## config.mk

```make
export PLATFORM = sky130hd
export DESIGN_NAME = ppt_trigger_top
export DESIGN_NICKNAME = d
export VERILOG_FILES = /design/src/hdl/ppt_pkg.sv /design/src/hdl/ppt_pulse_gen.sv /design/src/hdl/ppt_trigger_top.sv
export SDC_FILE = /design/constraint.sdc
export NUM_CORES = 1
export LEC_CHECK = 0
export ABC_CLOCK_PERIOD_IN_PS = 14910
export BUFFER_PORTS_ARGS = -buffer_cell sky130_fd_sc_hd__buf_2
export CAP_MARGIN = 5
export CORE_ASPECT_RATIO = 1.25
export CORE_MARGIN = 2
export CORE_UTILIZATION = 30
export DETAILED_ROUTE_END_ITERATION = 10
export GPL_ROUTABILITY_DRIVEN = 0
export GPL_TIMING_DRIVEN = 0
export PLACE_DENSITY_LB_ADDON = 0.25
export SYNTH_ARGS = -nofsm -noshare
export SYNTH_HDL_FRONTEND = slang
export SYNTH_SLANG_ARGS = --single-unit
```

## constraint.sdc

```tcl
create_clock -name clk_i -period 14.91 [get_ports clk_i]
set_input_delay 0.7455 -clock clk_i [delete_from_list [all_inputs] [get_ports clk_i]]
set_output_delay 0.7455 -clock clk_i [all_outputs]
set_load 0.01 [all_outputs]
```

## src/hdl/ppt_pkg.sv

```systemverilog
`default_nettype none
package ppt_pkg;
    localparam int CLK_PERIOD_NS = 4;
    localparam int SCALAR_HIGH_NS = 18000;
    localparam int SCALAR_PERIOD_NS = 36000;
    localparam int SCALAR_HIGH_CYC = (SCALAR_HIGH_NS + CLK_PERIOD_NS - 1) / CLK_PERIOD_NS;
    localparam int SCALAR_PERIOD_CYC = (SCALAR_PERIOD_NS + CLK_PERIOD_NS - 1) / CLK_PERIOD_NS;
    localparam int NARROW_PW_NS = 1000;
    localparam int NARROW_PW_CYC = (NARROW_PW_NS + CLK_PERIOD_NS - 1) / CLK_PERIOD_NS;

    localparam int ADDR_W = 5;
    localparam logic [ADDR_W-1:0] REG_CTRL = 5'h00;
    localparam logic [ADDR_W-1:0] REG_WIDTH = 5'h04;
    localparam logic [ADDR_W-1:0] REG_PERIOD = 5'h08;
    localparam logic [ADDR_W-1:0] REG_DELAY = 5'h0c;
    localparam logic [ADDR_W-1:0] REG_GAP = 5'h10;
    localparam logic [ADDR_W-1:0] REG_BBLEN = 5'h14;
    localparam logic [ADDR_W-1:0] REG_BBCMD = 5'h18;
    localparam logic [ADDR_W-1:0] REG_STATUS = 5'h1c;

    localparam int CTRL_PM_EN = 0;
    localparam int CTRL_SRC_LSB = 1;
    localparam int CTRL_BB_EN = 4;
    localparam int CTRL_STYLE_LSB = 5;
    localparam int CTRL_BBSRC_LSB = 7;
    localparam int CTRL_POL = 9;
    localparam int CMD_BUS_TRIG = 0;

    localparam int WIDTH_RST = 16'h0064;
    localparam int PERIOD_RST = 16'h00c8;
    localparam int DELAY_RST = 16'h0000;
    localparam int GAP_RST = 16'h0032;
    localparam int BBLEN_RST = 16'h0100;

    typedef enum logic [2:0] {SRC_SCALAR, SRC_AUTO, SRC_TRIG, SRC_GATE, SRC_DPULSE} ppt_src_e;
    typedef enum logic [1:0] {STY_CONT, STY_SINGLE, STY_GATE_HI, STY_GATE_LO} ppt_style_e;
    typedef enum logic [1:0] {BSRC_KEY, BSRC_EXT, BSRC_BUS} ppt_bbsrc_e;
    typedef enum logic [1:0] {PG_IDLE, PG_DELAY, PG_HIGH} ppt_pg_e;
    typedef enum logic {BB_IDLE, BB_PLAY} ppt_bb_e;
endpackage
`default_nettype wire

```

## src/hdl/ppt_pulse_gen.sv

```systemverilog
`default_nettype none
module ppt_pulse_gen #(
    parameter int CW = 16
) (
    input wire logic clk_i,
    input wire logic rst_i,
    input wire logic start_i,
    input wire logic [CW-1:0] delay_i,
    input wire logic [CW-1:0] width_i,
    output logic pulse_o,
    output logic busy_o
);
    import ppt_pkg::*;

    typedef struct packed {
        ppt_pg_e st;
        logic [CW-1:0] cnt;
        logic pulse;
    } ppt_pg_s;

    ppt_pg_s r;
    ppt_pg_s n;

    always_comb begin
        n = r;
        case (r.st)
            PG_IDLE: begin
                // Retrigger while busy is ignored
                if (start_i) begin
                    if (delay_i == '0 && width_i != '0) begin // RQ12
                        n.st = PG_HIGH;
                        n.pulse = 1'b1;
                        n.cnt = width_i - CW'(1);
                    end else if (delay_i != '0) begin // RQ3
                        n.st = PG_DELAY;
                        n.cnt = delay_i - CW'(1);
                    end
                end
            end
            PG_DELAY: begin
                if (r.cnt != '0) begin
                    n.cnt = r.cnt - CW'(1);
                end else if (width_i != '0) begin // RQ12
                    n.st = PG_HIGH;
                    n.pulse = 1'b1;
                    n.cnt = width_i - CW'(1);
                end else begin
                    n.st = PG_IDLE;
                end
            end
            PG_HIGH: begin
                if (r.cnt != '0) begin
                    n.cnt = r.cnt - CW'(1);
                end else begin
                    n.st = PG_IDLE;
                    n.pulse = 1'b0;
                end
            end
            default: begin
                n.st = PG_IDLE;
                n.pulse = 1'b0;
            end
        endcase
    end

    always_ff @(posedge clk_i or posedge rst_i) begin
        if (rst_i) begin
            r <= '{st: PG_IDLE, cnt: '0, pulse: 1'b0};
        end else begin
            r <= n;
        end
    end

    assign pulse_o = r.pulse;
    assign busy_o = (r.st != PG_IDLE);
endmodule
`default_nettype wire

```

## src/hdl/ppt_trigger_top.sv

```systemverilog
// Function
// [RQ1] Scalar mode: fixed 18us high, 36us period
// [RQ2] Auto mode free-runs, ignores external input
// [RQ3] Triggered mode: leading edge starts delay, pulse
// [RQ4] Gated mode: internal pulse AND external input
// [RQ5] Below 1us width, software opens level loop
// [RQ6] Baseband styles continuous/single/gate; key/ext/bus sources
// [RQ7] Single style: each trigger edge plays one pass
// [RQ8] High gate: output active while input high
// [RQ9] Gate style forces external source, matching polarity
// [RQ10] Open gate plays passes continuously
// [RQ11] Low gate: output active while input low
// [RQ12] Triggered pulse uses width; delay off means zero
`default_nettype none
module ppt_trigger_top #(
    parameter int CW = 16,
    parameter int SCALAR_HIGH_CYC = ppt_pkg::SCALAR_HIGH_CYC,
    parameter int SCALAR_PERIOD_CYC = ppt_pkg::SCALAR_PERIOD_CYC
) (
    input wire logic clk_i,
    input wire logic rst_i,
    input wire logic [ppt_pkg::ADDR_W-1:0] addr_i,
    input wire logic [31:0] wdata_i,
    input wire logic wr_i,
    input wire logic rd_i,
    input wire logic ext_pulse_i,
    input wire logic ext_trig_i,
    input wire logic key_trig_i,
    output logic [31:0] rdata_o,
    output logic pm_gate_o,
    output logic bb_run_o,
    output logic bb_start_o
);
    import ppt_pkg::*;

    typedef struct packed {
        logic pm_en;
        ppt_src_e src;
        logic bb_en;
        ppt_style_e style;
        ppt_bbsrc_e bbsrc;
        logic pol;
        logic [CW-1:0] width;
        logic [CW-1:0] period;
        logic [CW-1:0] delay;
        logic [CW-1:0] gap;
        logic [CW-1:0] bb_len;
        logic [CW-1:0] per_cnt;
        logic [CW-1:0] bb_cnt;
        ppt_bb_e bb_st;
        logic bus_trig;
        logic pulse_prev;
        logic trig_prev;
        logic pm_out;
        logic bb_start;
        logic [15:0] passes;
        logic [31:0] rdata;
    } ppt_state_s;

    localparam logic [CW-1:0] SCAL_HI = CW'(SCALAR_HIGH_CYC);
    localparam logic [CW-1:0] SCAL_PER = CW'(SCALAR_PERIOD_CYC);
    localparam logic [CW-1:0] NARROW = CW'(NARROW_PW_CYC);

    localparam ppt_state_s RST_STATE = '{
        pm_en: 1'b0, src: SRC_SCALAR, bb_en: 1'b0, style: STY_CONT, bbsrc: BSRC_KEY, pol: 1'b0,
        width: CW'(WIDTH_RST), period: CW'(PERIOD_RST), delay: CW'(DELAY_RST), gap: CW'(GAP_RST),
        bb_len: CW'(BBLEN_RST), per_cnt: '0, bb_cnt: '0, bb_st: BB_IDLE, bus_trig: 1'b0,
        pulse_prev: 1'b0, trig_prev: 1'b0, pm_out: 1'b0, bb_start: 1'b0, passes: 16'h0000,
        rdata: 32'h0000_0000};

    ppt_state_s r;
    ppt_state_s n;

    logic [CW-1:0] per_lim;
    logic per_high;
    logic pulse_edge;
    logic pm_lvl;
    logic g0_start;
    logic g1_start;
    logic [CW-1:0] g0_delay;
    logic g0_pulse;
    logic g0_busy;
    logic g1_pulse;
    logic trig_lvl;
    logic trig_ev;
    logic gate_style;
    logic go_start;
    logic [CW-1:0] len_m1;
    logic narrow;
    ppt_style_e wr_style;

    ppt_pulse_gen #(.CW(CW)) u_gen_first (
        .clk_i(clk_i),
        .rst_i(rst_i),
        .start_i(g0_start),
        .delay_i(g0_delay),
        .width_i(r.width),
        .pulse_o(g0_pulse),
        .busy_o(g0_busy)
    );

    // Second pulse of a double pulse, offset by the gap
    ppt_pulse_gen #(.CW(CW)) u_gen_second (
        .clk_i(clk_i),
        .rst_i(rst_i),
        .start_i(g1_start),
        .delay_i(r.gap),
        .width_i(r.width),
        .pulse_o(g1_pulse),
        .busy_o()
    );

    always_comb begin
        n = r;
        n.bus_trig = 1'b0;
        n.bb_start = 1'b0;
        n.rdata = 32'h0000_0000;
        n.pulse_prev = ext_pulse_i;
        wr_style = ppt_style_e'(wdata_i[CTRL_STYLE_LSB +: 2]);

        // Pulse modulation: shared period counter
        per_lim = (r.src == SRC_SCALAR) ? SCAL_PER : r.period; // RQ1
        per_high = (r.src == SRC_SCALAR) ? (r.per_cnt < SCAL_HI) : (r.per_cnt < r.width); // RQ1
        if (per_lim <= CW'(1) || r.per_cnt >= per_lim - CW'(1)) begin
            n.per_cnt = '0;
        end else begin
            n.per_cnt = r.per_cnt + CW'(1);
        end
        pulse_edge = ext_pulse_i & ~r.pulse_prev;
        g0_start = r.pm_en & (((r.src == SRC_TRIG) & pulse_edge) // RQ3
            | ((r.src == SRC_DPULSE) & (r.per_cnt == '0)));
        g0_delay = (r.src == SRC_TRIG) ? r.delay : '0; // RQ12
        g1_start = r.pm_en & (r.src == SRC_DPULSE) & (r.per_cnt == '0);
        case (r.src)
            SRC_SCALAR: pm_lvl = per_high; // RQ1
            SRC_AUTO: pm_lvl = per_high; // RQ2
            SRC_TRIG: pm_lvl = g0_pulse; // RQ3
            SRC_GATE: pm_lvl = per_high & ext_pulse_i; // RQ4
            SRC_DPULSE: pm_lvl = g0_pulse | g1_pulse;
            default: pm_lvl = 1'b0;
        endcase
        n.pm_out = r.pm_en & pm_lvl;
        // Hint only; the level loop itself lives outside this block
        narrow = r.pm_en & (r.width < NARROW); // RQ5

        // Baseband trigger
        trig_lvl = ext_trig_i ^ r.pol;
        n.trig_prev = trig_lvl;
        case (r.bbsrc) // RQ6
            BSRC_KEY: trig_ev = key_trig_i;
            BSRC_EXT: trig_ev = trig_lvl & ~r.trig_prev; // RQ7
            BSRC_BUS: trig_ev = r.bus_trig;
            default: trig_ev = 1'b0;
        endcase
        gate_style = (r.style == STY_GATE_HI) || (r.style == STY_GATE_LO);
        len_m1 = (r.bb_len == '0) ? '0 : r.bb_len - CW'(1);
        go_start = r.bb_en & ((r.style == STY_CONT) | ((r.style == STY_SINGLE) & trig_ev) // RQ6 RQ7
            | (gate_style & trig_lvl)); // RQ8 RQ11
        case (r.bb_st)
            BB_IDLE: begin
                if (go_start) begin
                    n.bb_st = BB_PLAY;
                    n.bb_cnt = len_m1;
                    n.bb_start = 1'b1;
                end
            end
            BB_PLAY: begin
                // Triggers during a single pass are dropped
                if (!r.bb_en || (gate_style && !trig_lvl)) begin // RQ8 RQ11
                    n.bb_st = BB_IDLE;
                end else if (r.bb_cnt != '0) begin
                    n.bb_cnt = r.bb_cnt - CW'(1);
                end else if (r.style == STY_SINGLE) begin // RQ7
                    n.bb_st = BB_IDLE;
                end else begin // RQ10
                    n.bb_cnt = len_m1;
                    n.bb_start = 1'b1;
                end
            end
            default: n.bb_st = BB_IDLE;
        endcase
        if (n.bb_start) begin
            n.passes = r.passes + 16'h0001;
        end

        // Register writes
        if (wr_i) begin
            case (addr_i)
                REG_CTRL: begin
                    n.pm_en = wdata_i[CTRL_PM_EN];
                    n.src = ppt_src_e'(wdata_i[CTRL_SRC_LSB +: 3]);
                    n.bb_en = wdata_i[CTRL_BB_EN];
                    n.style = wr_style;
                    if (wr_style == STY_GATE_HI || wr_style == STY_GATE_LO) begin // RQ9
                        n.bbsrc = BSRC_EXT;
                        n.pol = (wr_style == STY_GATE_LO);
                    end else begin
                        n.bbsrc = ppt_bbsrc_e'(wdata_i[CTRL_BBSRC_LSB +: 2]);
                        n.pol = wdata_i[CTRL_POL];
                    end
                end
                REG_WIDTH: n.width = wdata_i[CW-1:0];
                REG_PERIOD: n.period = wdata_i[CW-1:0];
                REG_DELAY: n.delay = wdata_i[CW-1:0];
                REG_GAP: n.gap = wdata_i[CW-1:0];
                REG_BBLEN: n.bb_len = wdata_i[CW-1:0];
                REG_BBCMD: n.bus_trig = wdata_i[CMD_BUS_TRIG];
                default: ;
            endcase
        end

        // Register reads, data valid one cycle later only
        if (rd_i) begin
            case (addr_i)
                REG_CTRL: n.rdata = {22'h000000, r.pol, r.bbsrc, r.style, r.bb_en, r.src, r.pm_en};
                REG_WIDTH: n.rdata = 32'(r.width);
                REG_PERIOD: n.rdata = 32'(r.period);
                REG_DELAY: n.rdata = 32'(r.delay);
                REG_GAP: n.rdata = 32'(r.gap);
                REG_BBLEN: n.rdata = 32'(r.bb_len);
                REG_STATUS: n.rdata = {r.passes, 10'h000, narrow, r.pol, r.bbsrc, (r.bb_st == BB_PLAY), r.pm_out};
                default: n.rdata = 32'h0000_0000;
            endcase
        end
    end

    always_ff @(posedge clk_i or posedge rst_i) begin
        if (rst_i) begin
            r <= RST_STATE;
        end else begin
            r <= n;
        end
    end

    assign rdata_o = r.rdata;
    assign pm_gate_o = r.pm_out;
    assign bb_run_o = (r.bb_st == BB_PLAY);
    assign bb_start_o = r.bb_start;
endmodule
`default_nettype wire

```

=== After elaboration in Yosys (flattened, before gate mapping) ===
Index checks and enable logic that the tools add are counted.

* Register bits after elaboration: 214
* Bits of input ports: 44
* Output and inout port bits: 35
* Word-level logic and storage cells: 197

* Add/subtract/negate cells: 10
* Order comparisons: 5
* Eq/ne operators: 41
* Muxes and demuxes: 52
* Bitwise logic cells: 21
* Reductions and logical operators: 41

{| class="wikitable"
|+ Operators with widths
! operator !! count
|-
| $pmux 32 s7 || 1
|-
| $mux 16 || 11
|-
| $sub 16x1->16 const B || 8
|-
| $pmux 16 s3 || 2
|-
| $reduce_bool 16->1 || 6
|-
| $mux 18 || 4
|-
| $logic_not 16->1 || 4
|-
| $mux 19 || 2
|-
| $mux 17 || 2
|-
| $pmux 17 s2 || 1
|-
| $add 16x1->16 const B || 2
|-
| $mux 32 || 1
|-
| $eq 5x5->1 const B || 4
|-
| $reduce_and 5->1 || 4
|-
| $ne 2x2->1 const B || 9
|-
| $ge 16x16->1 || 1
|-
| $le 16x1->1 const B || 1
|-
| $lt 16x13->1 const B || 1
|-
| $lt 16x16->1 || 1
|-
| $lt 16x8->1 const B || 1
|-
| $mux 1 || 15
|-
| $eq 2x2->1 const B || 7
|-
| $and 1x1->1 || 13
|-
| $pmux 2 s3 || 2
|-
| 28 further kinds || 67
|}

=== Logic depth before layout (Yosys ltp) ===
* Depth after elaboration: 9
* Mapped depth: 18
* Gate-level depth less buffers: 15

=== Cells and area by module ===
A second synthesis with hierarchy kept.

* Cells, all modules: 1495
* Area, all modules: 14089.8 µm²

{| class="wikitable"
|+ Modules (own cells, without submodules)
! module !! instances !! cells an instance !! area an instance (µm²) !! sequential area each (µm²)
|-
| ppt_trigger_top || 1 || 958 || 9895.7 || 4416.7
|-
| ppt_pulse_gen (u_gen_second) || 1 || 270 || 2117.0 || 475.5
|-
| ppt_pulse_gen (u_gen_first) || 1 || 267 || 2077.0 || 475.5
|}

=== Least setup slack after synthesis ===
No wires, ideal clock.

* Kind: reg-to-reg
* From: register r[174] in the netlist's numbering
* To: register r[73] in the netlist's numbering
* Library setup time: 73 ps
* Arrival: 3897 ps
* Required time: 14837 ps
* Slack: 10941 ps
* Cell stages (with the launch flop): 19
* Path buffers: 3
* Period minus slack after synthesis: 3969 ps
* Cells stage by stage: dfrtp_1 -> clkbuf_1 -> or3_1 -> clkbuf_1 -> nand2_1 -> ha_1 -> or3b_2 -> nor2_1 -> nand2_1 -> xnor2_1 -> nand2_1 -> ha_1 -> a21o_1 -> a21oi_1 -> nor2b_1 -> a311oi_1 -> clkbuf_1 -> nand2_1 -> nor2_1

{| class="wikitable"
|+ RTL lines
! item !! RTL line !! text
|-
| start: declaration || ppt_trigger_top.sv:71 || <nowiki>ppt_state_s r;</nowiki>
|-
| start signal: assignment || ppt_trigger_top.sv:231 || <nowiki>r <= n;</nowiki>
|}

==> flow_results.xml <==
<?xml version="1.0" encoding="UTF-8"?>
<metrics>
  <group name="status">
    <metric name="result_of_the_run" unit="">completed</metric>
  </group>
  <group name="synthesis">
    <metric name="netlist_instances" unit="">1540</metric>
    <metric name="mappedNetlistArea" unit="mm^2">0.0139</metric>
    <metric name="synth-adder-area-share" unit="%">4.87</metric>
    <metric name="share_of_the_yosys_chip_area_belonging_to_registers" unit="%">38.7</metric>
    <metric name="synth_edf_count" unit="">0</metric>
    <metric name="synthesis.area_per_instance" unit="um^2">9.00</metric>
    <metric name="synth_top_cell_area_share" unit="%">36.8</metric>
    <metric name="synth_simple_gate_area_share" unit="%">20.4</metric>
    <metric name="synth_top_family_by_area" unit="">simple AND/OR/NAND/NOR gates</metric>
    <metric name="synthArstFlopShare" unit="%">100</metric>
    <metric name="synth.lib_cells_used.distinct" unit="">75</metric>
    <metric name="synth.cells.most_frequent" unit="">204 x sky130_fd_sc_hd__dfrtp_1, 156 x sky130_fd_sc_hd__nand2_1, 150 x sky130_fd_sc_hd__nor2_1</metric>
    <metric name="compound_gate_portion_of_the_synthesized_area" unit="%">14.6</metric>
    <metric name="synthMuxAreaShare" unit="%">9.67</metric>
    <metric name="yosys_register_bits" unit="">214</metric>
    <metric name="synth_most_common_cell" unit="">sky130_fd_sc_hd__dfrtp_1</metric>
    <metric name="ys_dominant_reg_cell" unit="">sky130_fd_sc_hd__dfrtp_1</metric>
    <metric name="yosys.area_share.xor_xnor" unit="%">6.76</metric>
    <metric name="synth_top_cells_by_area" unit="">sky130_fd_sc_hd__dfrtp_1 37%, sky130_fd_sc_hd__mux2_2 7.8%, sky130_fd_sc_hd__ha_1 4.9%</metric>
    <metric name="yosysTopAreaCell" unit="">sky130_fd_sc_hd__dfrtp_1</metric>
    <metric name="syn-num-nets" unit="">1638</metric>
    <metric name="yosys_warnings" unit="">0</metric>
  </group>
  <group name="sta">
    <metric name="grt_setup_unrepaired" unit="">no</metric>
    <metric name="final.period_utilization" unit="%">32.9</metric>
    <metric name="setup_tns" unit="ns">0</metric>
    <metric name="min_period" unit="ns">4.90</metric>
    <metric name="timing.final.hold_violations" unit="">0</metric>
    <metric name="peak_freq" unit="GHz">0.204</metric>
    <metric name="timing.max_slew.rel_slack" unit="%">32.5</metric>
    <metric name="maxSlewViolCount" unit="">0</metric>
    <metric name="clock_skew" unit="ns">0.0220</metric>
    <metric name="transition_time_at_the_pin_with_the_least_slew_margin" unit="ns">1.00</metric>
    <metric name="final-setup-viol-count" unit="">0</metric>
  </group>
  <group name="clocking">
    <metric name="numClockSinks" unit="">214</metric>
    <metric name="ctsRootBufferMaster" unit="">sky130_fd_sc_hd__clkbuf_16</metric>
    <metric name="number_of_buffers_inserted_for_hold_repair_after_clock_tree_synthesis" unit="">0</metric>
    <metric name="cts-htree-levels" unit="">1</metric>
    <metric name="clkTransAtPathRegs" unit="ns">0.06</metric>
    <metric name="clk-insertion-delay-late" unit="ns">0.57</metric>
    <metric name="clk_buf_depth" unit="">3</metric>
    <metric name="total_cts_buffers" unit="">27</metric>
    <metric name="cts_tree" unit="">built</metric>
    <metric name="cts_repair_resize_count" unit="">0</metric>
    <metric name="post_cts_buffers" unit="">0</metric>
  </group>
  <group name="cells_and_area">
    <metric name="share_of_final_layout_standard_cells_stronger_than_drive_strength_1" unit="%">16.2</metric>
    <metric name="multi_input_comb_area" unit="mm^2">0.00781</metric>
    <metric name="antenna-diode-count" unit="">0</metric>
    <metric name="seq_area" unit="mm^2">0.00537</metric>
    <metric name="fin_nets" unit="">1729</metric>
    <metric name="area_growth" unit="%">14.9</metric>
    <metric name="design_area" unit="mm^2">0.0159</metric>
    <metric name="finish.utilization" unit="%">34.7</metric>
    <metric name="fill_cells" unit="">4705</metric>
  </group>
  <group name="routing">
    <metric name="drt_iter0_drc" unit="">982</metric>
    <metric name="ant_nets" unit="">0</metric>
    <metric name="routed-via-count" unit="">12100</metric>
    <metric name="vias_per_cell" unit="">5.40</metric>
    <metric name="firstDrtPassIters" unit="">7</metric>
    <metric name="routed_wirelength" unit="mm">45.5</metric>
    <metric name="drc" unit="">0</metric>
    <metric name="drt-wirelength-per-cell" unit="um">20.4</metric>
  </group>
  <group name="floorplan">
    <metric name="core-area" unit="mm^2">0.0459</metric>
    <metric name="pin_count" unit="">79</metric>
    <metric name="placementRows" unit="">88</metric>
    <metric name="dieWidth" unit="um">196</metric>
    <metric name="initial_core_util" unit="%">30.2</metric>
    <metric name="die_area" unit="mm^2">0.0480</metric>
    <metric name="fp.dieH" unit="um">244</metric>
  </group>
  <group name="worst_hold_path">
    <metric name="hold_class" unit="">in2async</metric>
  </group>
  <group name="worst_setup_path">
    <metric name="crit_fanout" unit="">10</metric>
    <metric name="critPathRequiredTime" unit="ns">15.40</metric>
    <metric name="critPathSlowestCell" unit="">sky130_fd_sc_hd__a311oi_1</metric>
    <metric name="critPathCaptureType" unit="">flop</metric>
    <metric name="path_class" unit="">reg2reg</metric>
    <metric name="timing.critical_path.from_type" unit="">flop</metric>
    <metric name="timing.reg2reg.worst_path_depth" unit="">17</metric>
    <metric name="cp_cell_instances" unit="">clkbuf_1, or3_1, clkbuf_1, nand2_1, ha_1, or3b_2, nor2_1, nand2_1, xnor2_1, nand2_1, ha_1, a21oi_1, nor2b_1, a311oi_1, clkbuf_1, nand2_1, nor2_1</metric>
    <metric name="delay_of_the_slowest_cell_on_the_worst_path" unit="ns">0.76</metric>
    <metric name="critPathArrivalTime" unit="ns">5.39</metric>
    <metric name="critical-path-top-cell-by-count" unit="">sky130_fd_sc_hd__nand2_1</metric>
  </group>
  <group name="global_routing">
    <metric name="grt_use_total" unit="%">19.0</metric>
    <metric name="global_route_wire_length_before_repair" unit="mm">70.9</metric>
    <metric name="first_global_vias" unit="">11900</metric>
    <metric name="grt_max_degree" unit="">121</metric>
    <metric name="antenna_found_initial" unit="">0</metric>
    <metric name="grt_remaining_overflow" unit="">0</metric>
  </group>
  <group name="power">
    <metric name="powerDensity" unit="mW/mm^2">155</metric>
    <metric name="p_leak" unit="nW">7.00</metric>
    <metric name="netSwitchingFraction" unit="%">39.7</metric>
    <metric name="seqPwrFrac" unit="%">35.5</metric>
    <metric name="power_frac_clock" unit="%">29.0</metric>
    <metric name="netSwitchingPower" unit="uW">978</metric>
    <metric name="intPower" unit="mW">1.48</metric>
    <metric name="comb_power_share" unit="%">35.5</metric>
    <metric name="irDropWorstVdd" unit="V">0.0000939</metric>
  </group>
  <group name="placement">
    <metric name="detailed_place_hpwl" unit="mm">34.0</metric>
    <metric name="placement.cell_area" unit="mm^2">0.0150</metric>
    <metric name="total_of_buffers_placed_on_input_and_output_ports" unit="">60</metric>
  </group>
  <group name="flow_run">
    <metric name="maxCapViolations" unit="">0</metric>
  </group>
</metrics>
power groups by stage:
stage               logic, mW  clock network (mW)  registers (mW)
floorplan               0.636                   0           0.809
global placement        0.854                   0           0.875
detailed placement      0.866                   0           0.878
CTS                     0.869               0.734           0.870
global route            0.979               0.758           0.889
finish                  0.874               0.713           0.874
logic make-up after synthesis:
kind of cell,Yosys count
xor gates and xnor gates,107
and+or+nand+nor,580
adders and majority gates,54
AOI/OAI and AO/OA,315
muxes,122
buffers and inverters,148
DFF,214
state kept, by name (all words and copies together) (netlist names):
| signal | flops |
|---|---|
| r | 141 |
| u_gen_second.pulse_o | 1 |
| u_gen_second.r | 18 |
| u_gen_first.r | 18 |
| bb_run_o | 1 |
| pm_gate_o | 1 |
| bb_start_o | 1 |
| rdata_o | 32 |
| u_gen_first.pulse_o | 1 |
critical path, delay by kind of cell, from the launching register on:
family,cells,cell delay (ns)
AOI/OAI and AO/OA,2,0.89
xor gates and xnor gates,1,0.19
adders and majority gates,2,0.55
buffers and inverters,3,0.90
DFF,1,0.36
and+or+nand+nor,9,1.92
cell usage in the layout (no fill, tap or decap), types with 26 or more instances in the layout:
| cell type | netlist | routed |
|---|---|---|
| sky130_fd_sc_hd__dfrtp_1 | 204 | 204 |
| sky130_fd_sc_hd__nand2_1 | 156 | 156 |
| sky130_fd_sc_hd__nor2_1 | 150 | 150 |
| sky130_fd_sc_hd__mux2_2 | 96 | 96 |
| sky130_fd_sc_hd__o21ai_0 | 94 | 94 |
| sky130_fd_sc_hd__a21oi_1 | 70 | 70 |
| sky130_fd_sc_hd__clkbuf_1 | 58 | 66 |
| sky130_fd_sc_hd__buf_2 | 5 | 65 |
| sky130_fd_sc_hd__xnor2_1 | 62 | 62 |
| sky130_fd_sc_hd__nor3_1 | 58 | 58 |
| sky130_fd_sc_hd__ha_1 | 54 | 54 |
| sky130_fd_sc_hd__inv_1 | 47 | 46 |
| sky130_fd_sc_hd__nand3_1 | 46 | 46 |
| sky130_fd_sc_hd__xor2_1 | 45 | 45 |
| sky130_fd_sc_hd__buf_4 | 32 | 32 |
| sky130_fd_sc_hd__clkbuf_16 | 0 | 27 |
| sky130_fd_sc_hd__mux2i_1 | 26 | 26 |
stage by stage:
stage	hold slack (ns)	power (mW)	worst slack, ns	cells
floorplan	0.434	1.44	8.33	1540
global placement	0.450	1.73	5.59	2185
detailed placement	0.456	1.74	9.99	2187
CTS	0.324	2.47	9.94	2237
global route	0.335	2.63	9.49	2237
finish	0.269	2.46	10.01	2237
final cells by class:
cell class / count / area share (%)
well taps: 585 / 4.59
flip-flops and latches: 214 / 33.7
clock inverters: 10 / 1.23
repair buffers: 62 / 2.23
clock buffers: 40 / 4.86
plain buffers: 101 / 3.22
inverters: 47 / 1.15
multi-input cells: 1178 / 49.0
layer usage:
| layer | vias to the layer above | wire [um] | GRT usage [%] |
|---|---|---|---|
| met5 | - | 0 | 0 |
| met4 | 0 | 1990 | 8.56 |
| met3 | 110 | 2200 | 2.29 |
| met2 | 351 | 22400 | 33.0 |
| met1 | 5928 | 19000 | 23.5 |
| li1 | 5694 | - | - |
worst paths after layout:
check	endpoint	startpoint	slack, ns
hold reg to reg	r[47]	r[47]	0.46
setup / recovery	r[79]	r[174]	10.01
max in group asynchronous	rdata_o[23]	rst_i	13.61
setup reg to reg	r[79]	r[174]	10.01
hold / removal	r[72]	rst_i	0.27
min in group clk_i	r[51]	ext_pulse_i	0.34
No activity file was read; power rests on OpenSTA's default activity.
